File: config.mk
export PLATFORM = sky130hd
export DESIGN_NAME = wdtu_top
export DESIGN_NICKNAME = d
export VERILOG_FILES = /design/src/wdtu_pkg.sv /design/src/wdtu_divider.sv /design/src/wdtu_top.sv
export SDC_FILE = /design/constraint.sdc
export NUM_CORES = 1
export LEC_CHECK = 0
export ABC_AREA = 1
export BUFFER_PORTS_ARGS = -buffer_cell sky130_fd_sc_hd__buf_2
export CORE_ASPECT_RATIO = 0.5
export CORE_UTILIZATION = 51
export CTS_CLUSTER_SIZE = 20
export DETAILED_ROUTE_END_ITERATION = 8
export PLACE_DENSITY_LB_ADDON = 0.1
export SLEW_MARGIN = 15
export SYNTH_ARGS = -nofsm -noshare
export SYNTH_HDL_FRONTEND = slang
export SYNTH_SLANG_ARGS = --single-unit
File: constraint.sdc
create_clock -name pclk -period 2.4 [get_ports pclk]
set_input_delay 0.12 -clock pclk [delete_from_list [all_inputs] [get_ports pclk]]
set_output_delay 0.12 -clock pclk [all_outputs]
set_load 0.02 [all_outputs]
File: src/wdtu_pkg.sv
// Package for the watchdog timer unit: register map, field layout, reset values.
// Assumes a 32-bit APB slave bus on pclk; all offsets are byte addresses.
package wdtu_pkg;
    // Register byte offsets
    localparam logic [11:0] WDTU_CONTROL_OFS = 12'h000;
    localparam logic [11:0] WDTU_STATUS_OFS  = 12'h004;
    localparam logic [11:0] WDTU_IRQ_ST_OFS  = 12'h008;
    localparam logic [11:0] WDTU_IRQ_MSK_OFS = 12'h00C;
    localparam logic [11:0] WDTU_CMD_OFS     = 12'h010;

    // Control register layout and reset
    localparam int          WDTU_IDLE_BIT    = 7;
    localparam int          WDTU_PER_HI      = 6;
    localparam int          WDTU_PER_LO      = 4;
    localparam int          WDTU_KEY_HI      = 3;
    localparam logic [7:0]  WDTU_CONTROL_RST = 8'h7A;
    localparam logic [3:0]  WDTU_KEY_DISABLE = 4'hA;

    // Status bits
    localparam int          WDTU_ST_TO       = 0;
    localparam int          WDTU_ST_PDF      = 1;
    localparam int          WDTU_ST_EN       = 2;

    // Command register bits (write one to issue)
    localparam int          WDTU_CMD_SINGLE  = 0;
    localparam int          WDTU_CMD_FIRST   = 1;
    localparam int          WDTU_CMD_SECOND  = 2;
    localparam int          WDTU_CMD_HALT    = 3;

    // Event bits for interrupts
    localparam int          WDTU_EV_NORMAL   = 0;
    localparam int          WDTU_EV_SLEEP    = 1;
    localparam int          WDTU_NEV         = 2;

    // Divider sizing
    localparam int          WDTU_DIV_W       = 15;
    localparam int          WDTU_PER_BASE    = 8;
    localparam logic [1:0]  WDTU_SYS_DIV     = 2'h3;

    typedef enum logic {WDTU_EXPECT_FIRST, WDTU_EXPECT_SECOND} wdtu_pair_t;
endpackage

File: src/wdtu_divider.sv
// Watchdog divider: counts source enables, reports overflow at selected ratio.
// Assumes tick is a one-cycle enable on pclk; clear has priority over count.
module wdtu_divider
    import wdtu_pkg::*;
#(
    parameter int W = WDTU_DIV_W
) (
    input  wire logic       pclk,
    input  wire logic       presetn,
    input  wire logic       tick,
    input  wire logic       clear,
    input  wire logic [2:0] period_sel,
    output logic            overflow
);
    typedef struct packed {
        logic [W-1:0] count;
        logic         ovf;
    } wdtu_div_t;

    wdtu_div_t st;
    wdtu_div_t next_st;
    logic [W-1:0] last;

    ////////////////////////////////////////////////////////////////////////////
    // Terminal value is ratio minus one, so ratio ticks reach overflow
    always_comb begin
        last = W'((1 << (WDTU_PER_BASE + int'(period_sel))) - 1);
        next_st = st;
        next_st.ovf = 1'b0;
        if (clear) begin
            next_st.count = '0;
        end else if (tick) begin
            if (st.count >= last) begin
                next_st.count = '0;
                next_st.ovf = 1'b1;
            end else begin
                next_st.count = st.count + 1'b1;
            end
        end
    end

    always_ff @(posedge pclk or negedge presetn) begin
        if (!presetn) begin
            st <= '0;
        end else begin
            st <= next_st;
        end
    end

    assign overflow = st.ovf;
endmodule

File: src/wdtu_top.sv
// Watchdog timer unit top: APB registers, source select, clear logic, resets.
// Assumes configuration options are static inputs and all pins sync to pclk.
module wdtu_top
(
    input  wire logic        pclk,
    input  wire logic        presetn,
    input  wire logic        psel,
    input  wire logic        penable,
    input  wire logic        pwrite,
    input  wire logic [11:0] paddr,
    input  wire logic [31:0] pwdata,
    output logic      [31:0] prdata,
    output logic             pready,
    output logic             pslverr,
    input  wire logic        cfg_wdt_enable,
    input  wire logic        cfg_src_sub,
    input  wire logic        cfg_sub_from_crystal,
    input  wire logic        cfg_pair_clear,
    input  wire logic        low_speed_crystal_osc_tick,
    input  wire logic        low_speed_rc_osc_tick,
    input  wire logic        external_reset_pin_n,
    input  wire logic        single_clear_instr,
    input  wire logic        first_pair_clear_instr,
    input  wire logic        second_pair_clear_instr,
    input  wire logic        halt_instr,
    input  wire logic        sleep_mode,
    input  wire logic        first_idle_mode,
    input  wire logic        idle_mode,
    output logic             idle_sysclk_keep_on,
    output logic             device_reset,
    output logic             pc_sp_reset,
    output logic             timeout_flag,
    output logic             power_down_flag,
    output logic             irq
);
    import wdtu_pkg::*;

    typedef struct packed {
        logic [7:0]          control;
        logic                to_flag;
        logic                pd_flag;
        wdtu_pair_t          pair;
        logic [1:0]          sysdiv;
        logic                dev_rst;
        logic                pcsp_rst;
        logic [WDTU_NEV-1:0] irq_st;
        logic [WDTU_NEV-1:0] irq_msk;
        logic [31:0]         rdata;
    } wdtu_state_t;

    wdtu_state_t st;
    wdtu_state_t next_st;

    logic                enabled;
    logic                sub_tick;
    logic                src_tick;
    logic                sys_stopped;
    logic                any_clear;
    logic                pair_ok;
    logic                div_clear;
    logic                overflow;
    logic                wr_acc;
    logic                rd_acc;
    logic                sw_single;
    logic                sw_first;
    logic                sw_second;
    logic                sw_halt;
    logic                do_single;
    logic                do_first;
    logic                do_second;
    logic                do_halt;
    logic [WDTU_NEV-1:0] events;

    ////////////////////////////////////////////////////////////////////////////
    // Enable decode: the key alone cannot disable when the option enables
    assign enabled = cfg_wdt_enable
                   || (st.control[WDTU_KEY_HI:0] != WDTU_KEY_DISABLE);

    // Source clock: sub clock from crystal or RC, else system clock over four
    assign sub_tick = cfg_sub_from_crystal ? low_speed_crystal_osc_tick
                                           : low_speed_rc_osc_tick;
    // System clock stops in sleep and first idle, so the divide-by-four halts
    assign sys_stopped = sleep_mode || first_idle_mode;
    assign src_tick = cfg_src_sub ? sub_tick
                    : ((st.sysdiv == WDTU_SYS_DIV) && !sys_stopped);

    ////////////////////////////////////////////////////////////////////////////
    // APB access decode; single-cycle access phase, no wait states
    assign wr_acc = psel && penable && pwrite;
    assign rd_acc = psel && !penable && !pwrite;

    assign sw_single = wr_acc && (paddr == WDTU_CMD_OFS) && pwdata[WDTU_CMD_SINGLE];
    assign sw_first  = wr_acc && (paddr == WDTU_CMD_OFS) && pwdata[WDTU_CMD_FIRST];
    assign sw_second = wr_acc && (paddr == WDTU_CMD_OFS) && pwdata[WDTU_CMD_SECOND];
    assign sw_halt   = wr_acc && (paddr == WDTU_CMD_OFS) && pwdata[WDTU_CMD_HALT];

    // Clear instructions count only while enabled; disabled means no-operation, but halt still sets the power-down flag
    assign do_single = enabled && !cfg_pair_clear
                     && (single_clear_instr || sw_single);
    assign do_first  = enabled && cfg_pair_clear
                     && (first_pair_clear_instr || sw_first);
    assign do_second = enabled && cfg_pair_clear
                     && (second_pair_clear_instr || sw_second);
    assign do_halt   = halt_instr || sw_halt;

    // Pair clears only restart the count when they alternate
    assign pair_ok = (do_first && st.pair == WDTU_EXPECT_FIRST)
                  || (do_second && st.pair == WDTU_EXPECT_SECOND);
    assign any_clear = do_single || pair_ok;
    // Disabled watchdog holds its count at zero
    assign div_clear = any_clear || (do_halt && enabled) || !external_reset_pin_n
                     || !enabled;

    wdtu_divider #(
        .W(WDTU_DIV_W)
    ) u_div (
        .pclk      (pclk),
        .presetn   (presetn),
        .tick      (src_tick && enabled),
        .clear     (div_clear),
        .period_sel(st.control[WDTU_PER_HI:WDTU_PER_LO]),
        .overflow  (overflow)
    );

    // Overflow kind depends on power mode at the time
    assign events[WDTU_EV_NORMAL] = overflow && !(sleep_mode || idle_mode);
    assign events[WDTU_EV_SLEEP]  = overflow && (sleep_mode || idle_mode);

    ////////////////////////////////////////////////////////////////////////////
    // Next-state logic
    always_comb begin
        next_st = st;
        next_st.dev_rst = 1'b0;
        next_st.pcsp_rst = 1'b0;
        // System clock prescaler; a clear of the watchdog restarts it too
        if (div_clear) begin
            next_st.sysdiv = '0;
        end else if (!sys_stopped) begin
            next_st.sysdiv = st.sysdiv + 1'b1;
        end
        // Pair sequencing state
        if (!external_reset_pin_n) begin
            next_st.pair = WDTU_EXPECT_FIRST;
        end else if (pair_ok && do_first) begin
            next_st.pair = WDTU_EXPECT_SECOND;
        end else if (pair_ok && do_second) begin
            next_st.pair = WDTU_EXPECT_FIRST;
        end
        // Control register write
        if (wr_acc && paddr == WDTU_CONTROL_OFS) begin
            next_st.control = pwdata[7:0];
        end
        // Power-down flag: halt sets, clear instruction clears
        if (do_halt) begin
            next_st.pd_flag = 1'b1;
            next_st.to_flag = 1'b0;
        end else if (do_single || do_first || do_second) begin
            next_st.pd_flag = 1'b0;
            next_st.to_flag = 1'b0;
        end
        // Time-out: set wins over any clear
        if (events[WDTU_EV_NORMAL]) begin
            next_st.to_flag = 1'b1;
            next_st.dev_rst = 1'b1;
        end
        if (events[WDTU_EV_SLEEP]) begin
            next_st.to_flag = 1'b1;
            next_st.pcsp_rst = 1'b1;
        end
        // Interrupt status: write one to clear, new event wins
        if (wr_acc && paddr == WDTU_IRQ_ST_OFS) begin
            next_st.irq_st = st.irq_st & ~pwdata[WDTU_NEV-1:0];
        end
        next_st.irq_st = next_st.irq_st | events;
        if (wr_acc && paddr == WDTU_IRQ_MSK_OFS) begin
            next_st.irq_msk = pwdata[WDTU_NEV-1:0];
        end
        // Read data captured in setup phase, presented in access phase
        if (rd_acc) begin
            case (paddr)
                WDTU_CONTROL_OFS: next_st.rdata = {24'h000000, st.control};
                WDTU_STATUS_OFS:  next_st.rdata = {29'h00000000, enabled,
                                                   st.pd_flag, st.to_flag};
                WDTU_IRQ_ST_OFS:  next_st.rdata = {30'h00000000, st.irq_st};
                WDTU_IRQ_MSK_OFS: next_st.rdata = {30'h00000000, st.irq_msk};
                default:          next_st.rdata = 32'h00000000;
            endcase
        end
    end

    ////////////////////////////////////////////////////////////////////////////
    // State register; power-on values
    always_ff @(posedge pclk or negedge presetn) begin
        if (!presetn) begin
            st.control  <= WDTU_CONTROL_RST;
            st.to_flag  <= 1'b0;
            st.pd_flag  <= 1'b0;
            st.pair     <= WDTU_EXPECT_FIRST;
            st.sysdiv   <= '0;
            st.dev_rst  <= 1'b0;
            st.pcsp_rst <= 1'b0;
            st.irq_st   <= '0;
            st.irq_msk  <= '0;
            st.rdata    <= 32'h00000000;
        end else begin
            st <= next_st;
        end
    end

    ////////////////////////////////////////////////////////////////////////////
    // Outputs
    assign prdata  = st.rdata;
    assign pready  = 1'b1;
    // Unmapped addresses answer with an error, reads return zero
    assign pslverr = psel && penable && !((paddr == WDTU_CONTROL_OFS)
                  || (paddr == WDTU_STATUS_OFS) || (paddr == WDTU_IRQ_ST_OFS)
                  || (paddr == WDTU_IRQ_MSK_OFS)
                  || (pwrite && paddr == WDTU_CMD_OFS));
    assign idle_sysclk_keep_on = st.control[WDTU_IDLE_BIT];
    assign device_reset        = st.dev_rst;
    assign pc_sp_reset         = st.pcsp_rst;
    assign timeout_flag        = st.to_flag;
    assign power_down_flag     = st.pd_flag;
    assign irq                 = |(st.irq_st & st.irq_msk);
endmodule

==> metrics.csv <==
stage,metric,value,unit
die,Starting Density,54.00,%
clock_network,clk root buf,clkbuf_16,
placed_design,hpwl dp,4506,microns
clock_network,Worst-path clk slew,0.07,ns
pwr,Leakage Power,1.710,nW
clock_network,post-CTS setup buffers,0,
critical_path,CP Cell Sequence,o21ai_0 > ha_1 > a21oi_1 > nor2_1 > nor2_1 > nand2_1 > nor2_2 > nand2_2 > nor3_1 > nand3_1 > nand2_1,
pwr,P per Cell Area,483.7,mW/mm^2
clock_network,CTS sink cnt,43,
synth,prevailing post-synth register cell,dfrtp_1,
clock_network,later-pin clock latency in the skew report,0.29,ns
critical_path,R2R Setup Slk,0.26,ns
timing,period utilization,89.09,%
die,die width,110.8,microns
placed_design,global placement routability congestion,0.8912,
synth,Mapped Cells,401,
synth,Synth Cell Area,0.003017,sq mm
timing,Max Transition Viols Final,0,
route,Detailed Routing Iterations Pass 1,5,
cells_and_area,"commonest cells after routing, fill and taps aside","nand2_1, buf_2, nor2_1",
timing,fmax,0.4677,GHz
clock_network,Post-CTS Hold Buffers,0,
global_route,first-pass GRT wire length,10610,microns
timing,TNS Setup,0,ns
cells_and_area,layout cells sized above 1,20.99,%
timing,RSZ-0062 raised after global routing,false,
global_route,"Remaining Overflow, GRT",0,
route,wire per inst,12.04,microns
critical_path,r2r endpoint,u_div.st[8]$_DFFE_PN0P_,
timing,Final setup viols,0,
timing,Slew headroom,34.86,%
clock_network,Clock Path Buffers,2,
critical_path,WP buf/inv,0,
placed_design,post-placement cell count,508,
synth,"EDFF count, synth",0,
critical_path,crit-path max FO,8,
route,total wire length,6211,microns
run_status,status,"complete, but fails checks",
cells_and_area,Final nets,514,
critical_path,CP endpoint kind,flop,
critical_path,FF-to-FF path depth,11,
synth,Mapped Avg Cell Area,7.523,sq um
synth,sequential area share after synthesis,35.88,%
timing,hold slack,-0.01358,ns
clock_network,Inserted Clock Buffers,5,
timing,Final min period,2.138,ns
critical_path,CP Class,reg -> reg,
die,Row Count,19,
die,core area,0.005587,sq mm
pwr,VDD IR max,0.3065,mV
min_path,Tightest Hold Check Type,in -> async,
run,max cap viols,0,
timing,final clock skew,0.005304,ns
route,Final ANT Viol Nets,0,
synth,yosys warns,0,
synth,count of different cell masters after synthesis,37,
clock_network,post_cts resized,0,
critical_path,critical path's slowest cell,dfstp_2,
global_route,gr usage total,21.24,%
cells_and_area,"non-filler cells, final",516,
global_route,vias in the first global route,2400,
die,Die ar.,0.006245,sq mm
die,I/O pin total,103,
critical_path,WP data arrival,2.37,ns
critical_path,Top delay family on crit path,simple AND/OR/NAND/NOR gates,
cells_and_area,# diodes,0,
clock_network,CTS tree,yes,
critical_path,CP required,2.63,ns
route,DR vias/cell,5.116,
cells_and_area,"commonest non-fill, non-tap cell in the layout",nand2_1,
route,# DRC,0,
global_route,initial antenna violation count,0,
critical_path,CP Launch Type,flop,
critical_path,CP max stage delay,0.58,ns
die,Die Y-Extent,56.39,microns
run_status,failing checks,negative hold slack,
critical_path,R2R Path Start,st[49]$_DFFE_PN1P_,
route,DR vias,2640,
placed_design,# port buffers,53,
clock_network,H-tree depth,2,
synth,Seq cells post-synth,43,
timing,Final Hold Fails,8,
global_route,largest net degree at the start of global routing,44,
route,drt initial violations,102,
synth,Async SR Flop Fraction,100.0,%
cells_and_area,synthesis-to-layout area growth,9.374,%
timing,worst-margin pin slew,0.9772,ns
==> routing by layer <==
metal	vias to the layer above	GRT usage (%)	share of wire, %
met2	79	35.40	45
met1	1212	27.44	49
met5	-	0	0
met3	4	4.860	5.7
li1	1345	-	-
met4	0	7.429	0.74
==> state kept, by name, indices dropped and copies added, names as in the netlist <==
register	count
u_div.st	15
idle_sysclk_keep_on	1
prdata	8
st	14
power_down_flag	1
u_div.overflow	1
timeout_flag	1
pc_sp_reset	1
device_reset	1
==> where the power goes <==
| group | total [mW] | switching, mW | internal (mW) |
|---|---|---|---|
| clock | 0.689 | 0.300 | 0.389 |
| sequential | 0.733 | 0.00377 | 0.729 |
| combinational | 0.174 | 0.130 | 0.0435 |
==> cell usage after synthesis (2+ instances only) <==
master    instances  area (sq um)
o21ai_1           3         15.01
buf_2             5         25.02
ha_1              9         112.6
nor2_4            3         33.78
a21oi_1          12         60.06
o21ai_0          12         60.06
nand4_1          22         137.6
nor2_1           41         153.9
nor2_2            5         31.28
xnor2_1           5         43.79
buf_6             4         45.04
nor4_1            2         12.51
dfstp_2           5         131.4
a22o_1            2         17.52
o31ai_1           5         37.54
inv_1            34         127.6
nor3_1           11         55.05
nand2_1          83         311.6
dfrtp_1          38         950.9
xor2_1            5         43.79
buf_4            33         247.7
nand3_1          34         170.2
nand2_2           8         50.05
conb_1            2         7.510
clkinv_1          2         7.510
o21bai_1          3         22.52
inv_2             3         11.26
==> kinds of logic (layout without fill, tap and decap cells) <==
group                      count (synthesis)  count (layout)  synth area share [%]
AOI/OAI and AO/OA                         40              40                 7.881
buffers and inverters                     82             101                 15.51
xor gates and xnor gates                  10              10                 2.903
and+or+nand+nor                          215             215                 33.84
other                                      2              25                0.2490
adders and majority gates                  9               9                 3.733
DFF                                       43              43                 35.88
==> metrics by stage <==
| step | power (mW) | hold WS (ns) | utilization [%] | cell area [sq um] | setup WS (ns) |
|---|---|---|---|---|---|
| after floorplan | 0.8954 | -0.1756 | - | 3103 | 0.5183 |
| after detailed placement | 0.9187 | 0.3117 | 56.30 | 3146 | 0.2330 |
| after global routing | 1.660 | 0.01577 | 59.06 | 3299 | 0.01614 |
| after global placement | 0.9159 | 0.3065 | 56.30 | 3146 | 0.2902 |
| after CTS | 1.614 | 0.008022 | 58.97 | 3294 | 0.2085 |
| final | 1.596 | -0.01358 | 59.06 | 3299 | 0.2618 |
==> worst max path at each step <==
stage | from | to | slack (ns) | cells after the start
2_1_floorplan | st[49]$_DFFE_PN1P_ | u_div.st[15]$_DFFE_PN0P_ | 0.52 | 11
3_3_place_gp | st[49]$_DFFE_PN1P_ | u_div.st[7]$_DFFE_PN0P_ | 0.29 | 11
3_5_place_dp | st[49]$_DFFE_PN1P_ | u_div.st[7]$_DFFE_PN0P_ | 0.23 | 11
4_1_cts | st[48]$_DFFE_PN1P_ | u_div.st[7]$_DFFE_PN0P_ | 0.21 | 11
5_1_grt | st[48]$_DFFE_PN1P_ | u_div.st[9]$_DFFE_PN0P_ | 0.02 | 11
6_report | st[49]$_DFFE_PN1P_ | u_div.st[8]$_DFFE_PN0P_ | 0.26 | 11
==> layout make-up <==
class	instances	area [sq um]
sequential	43	1082
tap	73	91.34
timing repair buffer	54	272.8
clock buffer	5	125.1
inverter	39	146.4
clock inverter	3	23.77
multi-input combinational	299	1558
fill	526	2287
Note: power is estimated with default switching activity, not from simulation.
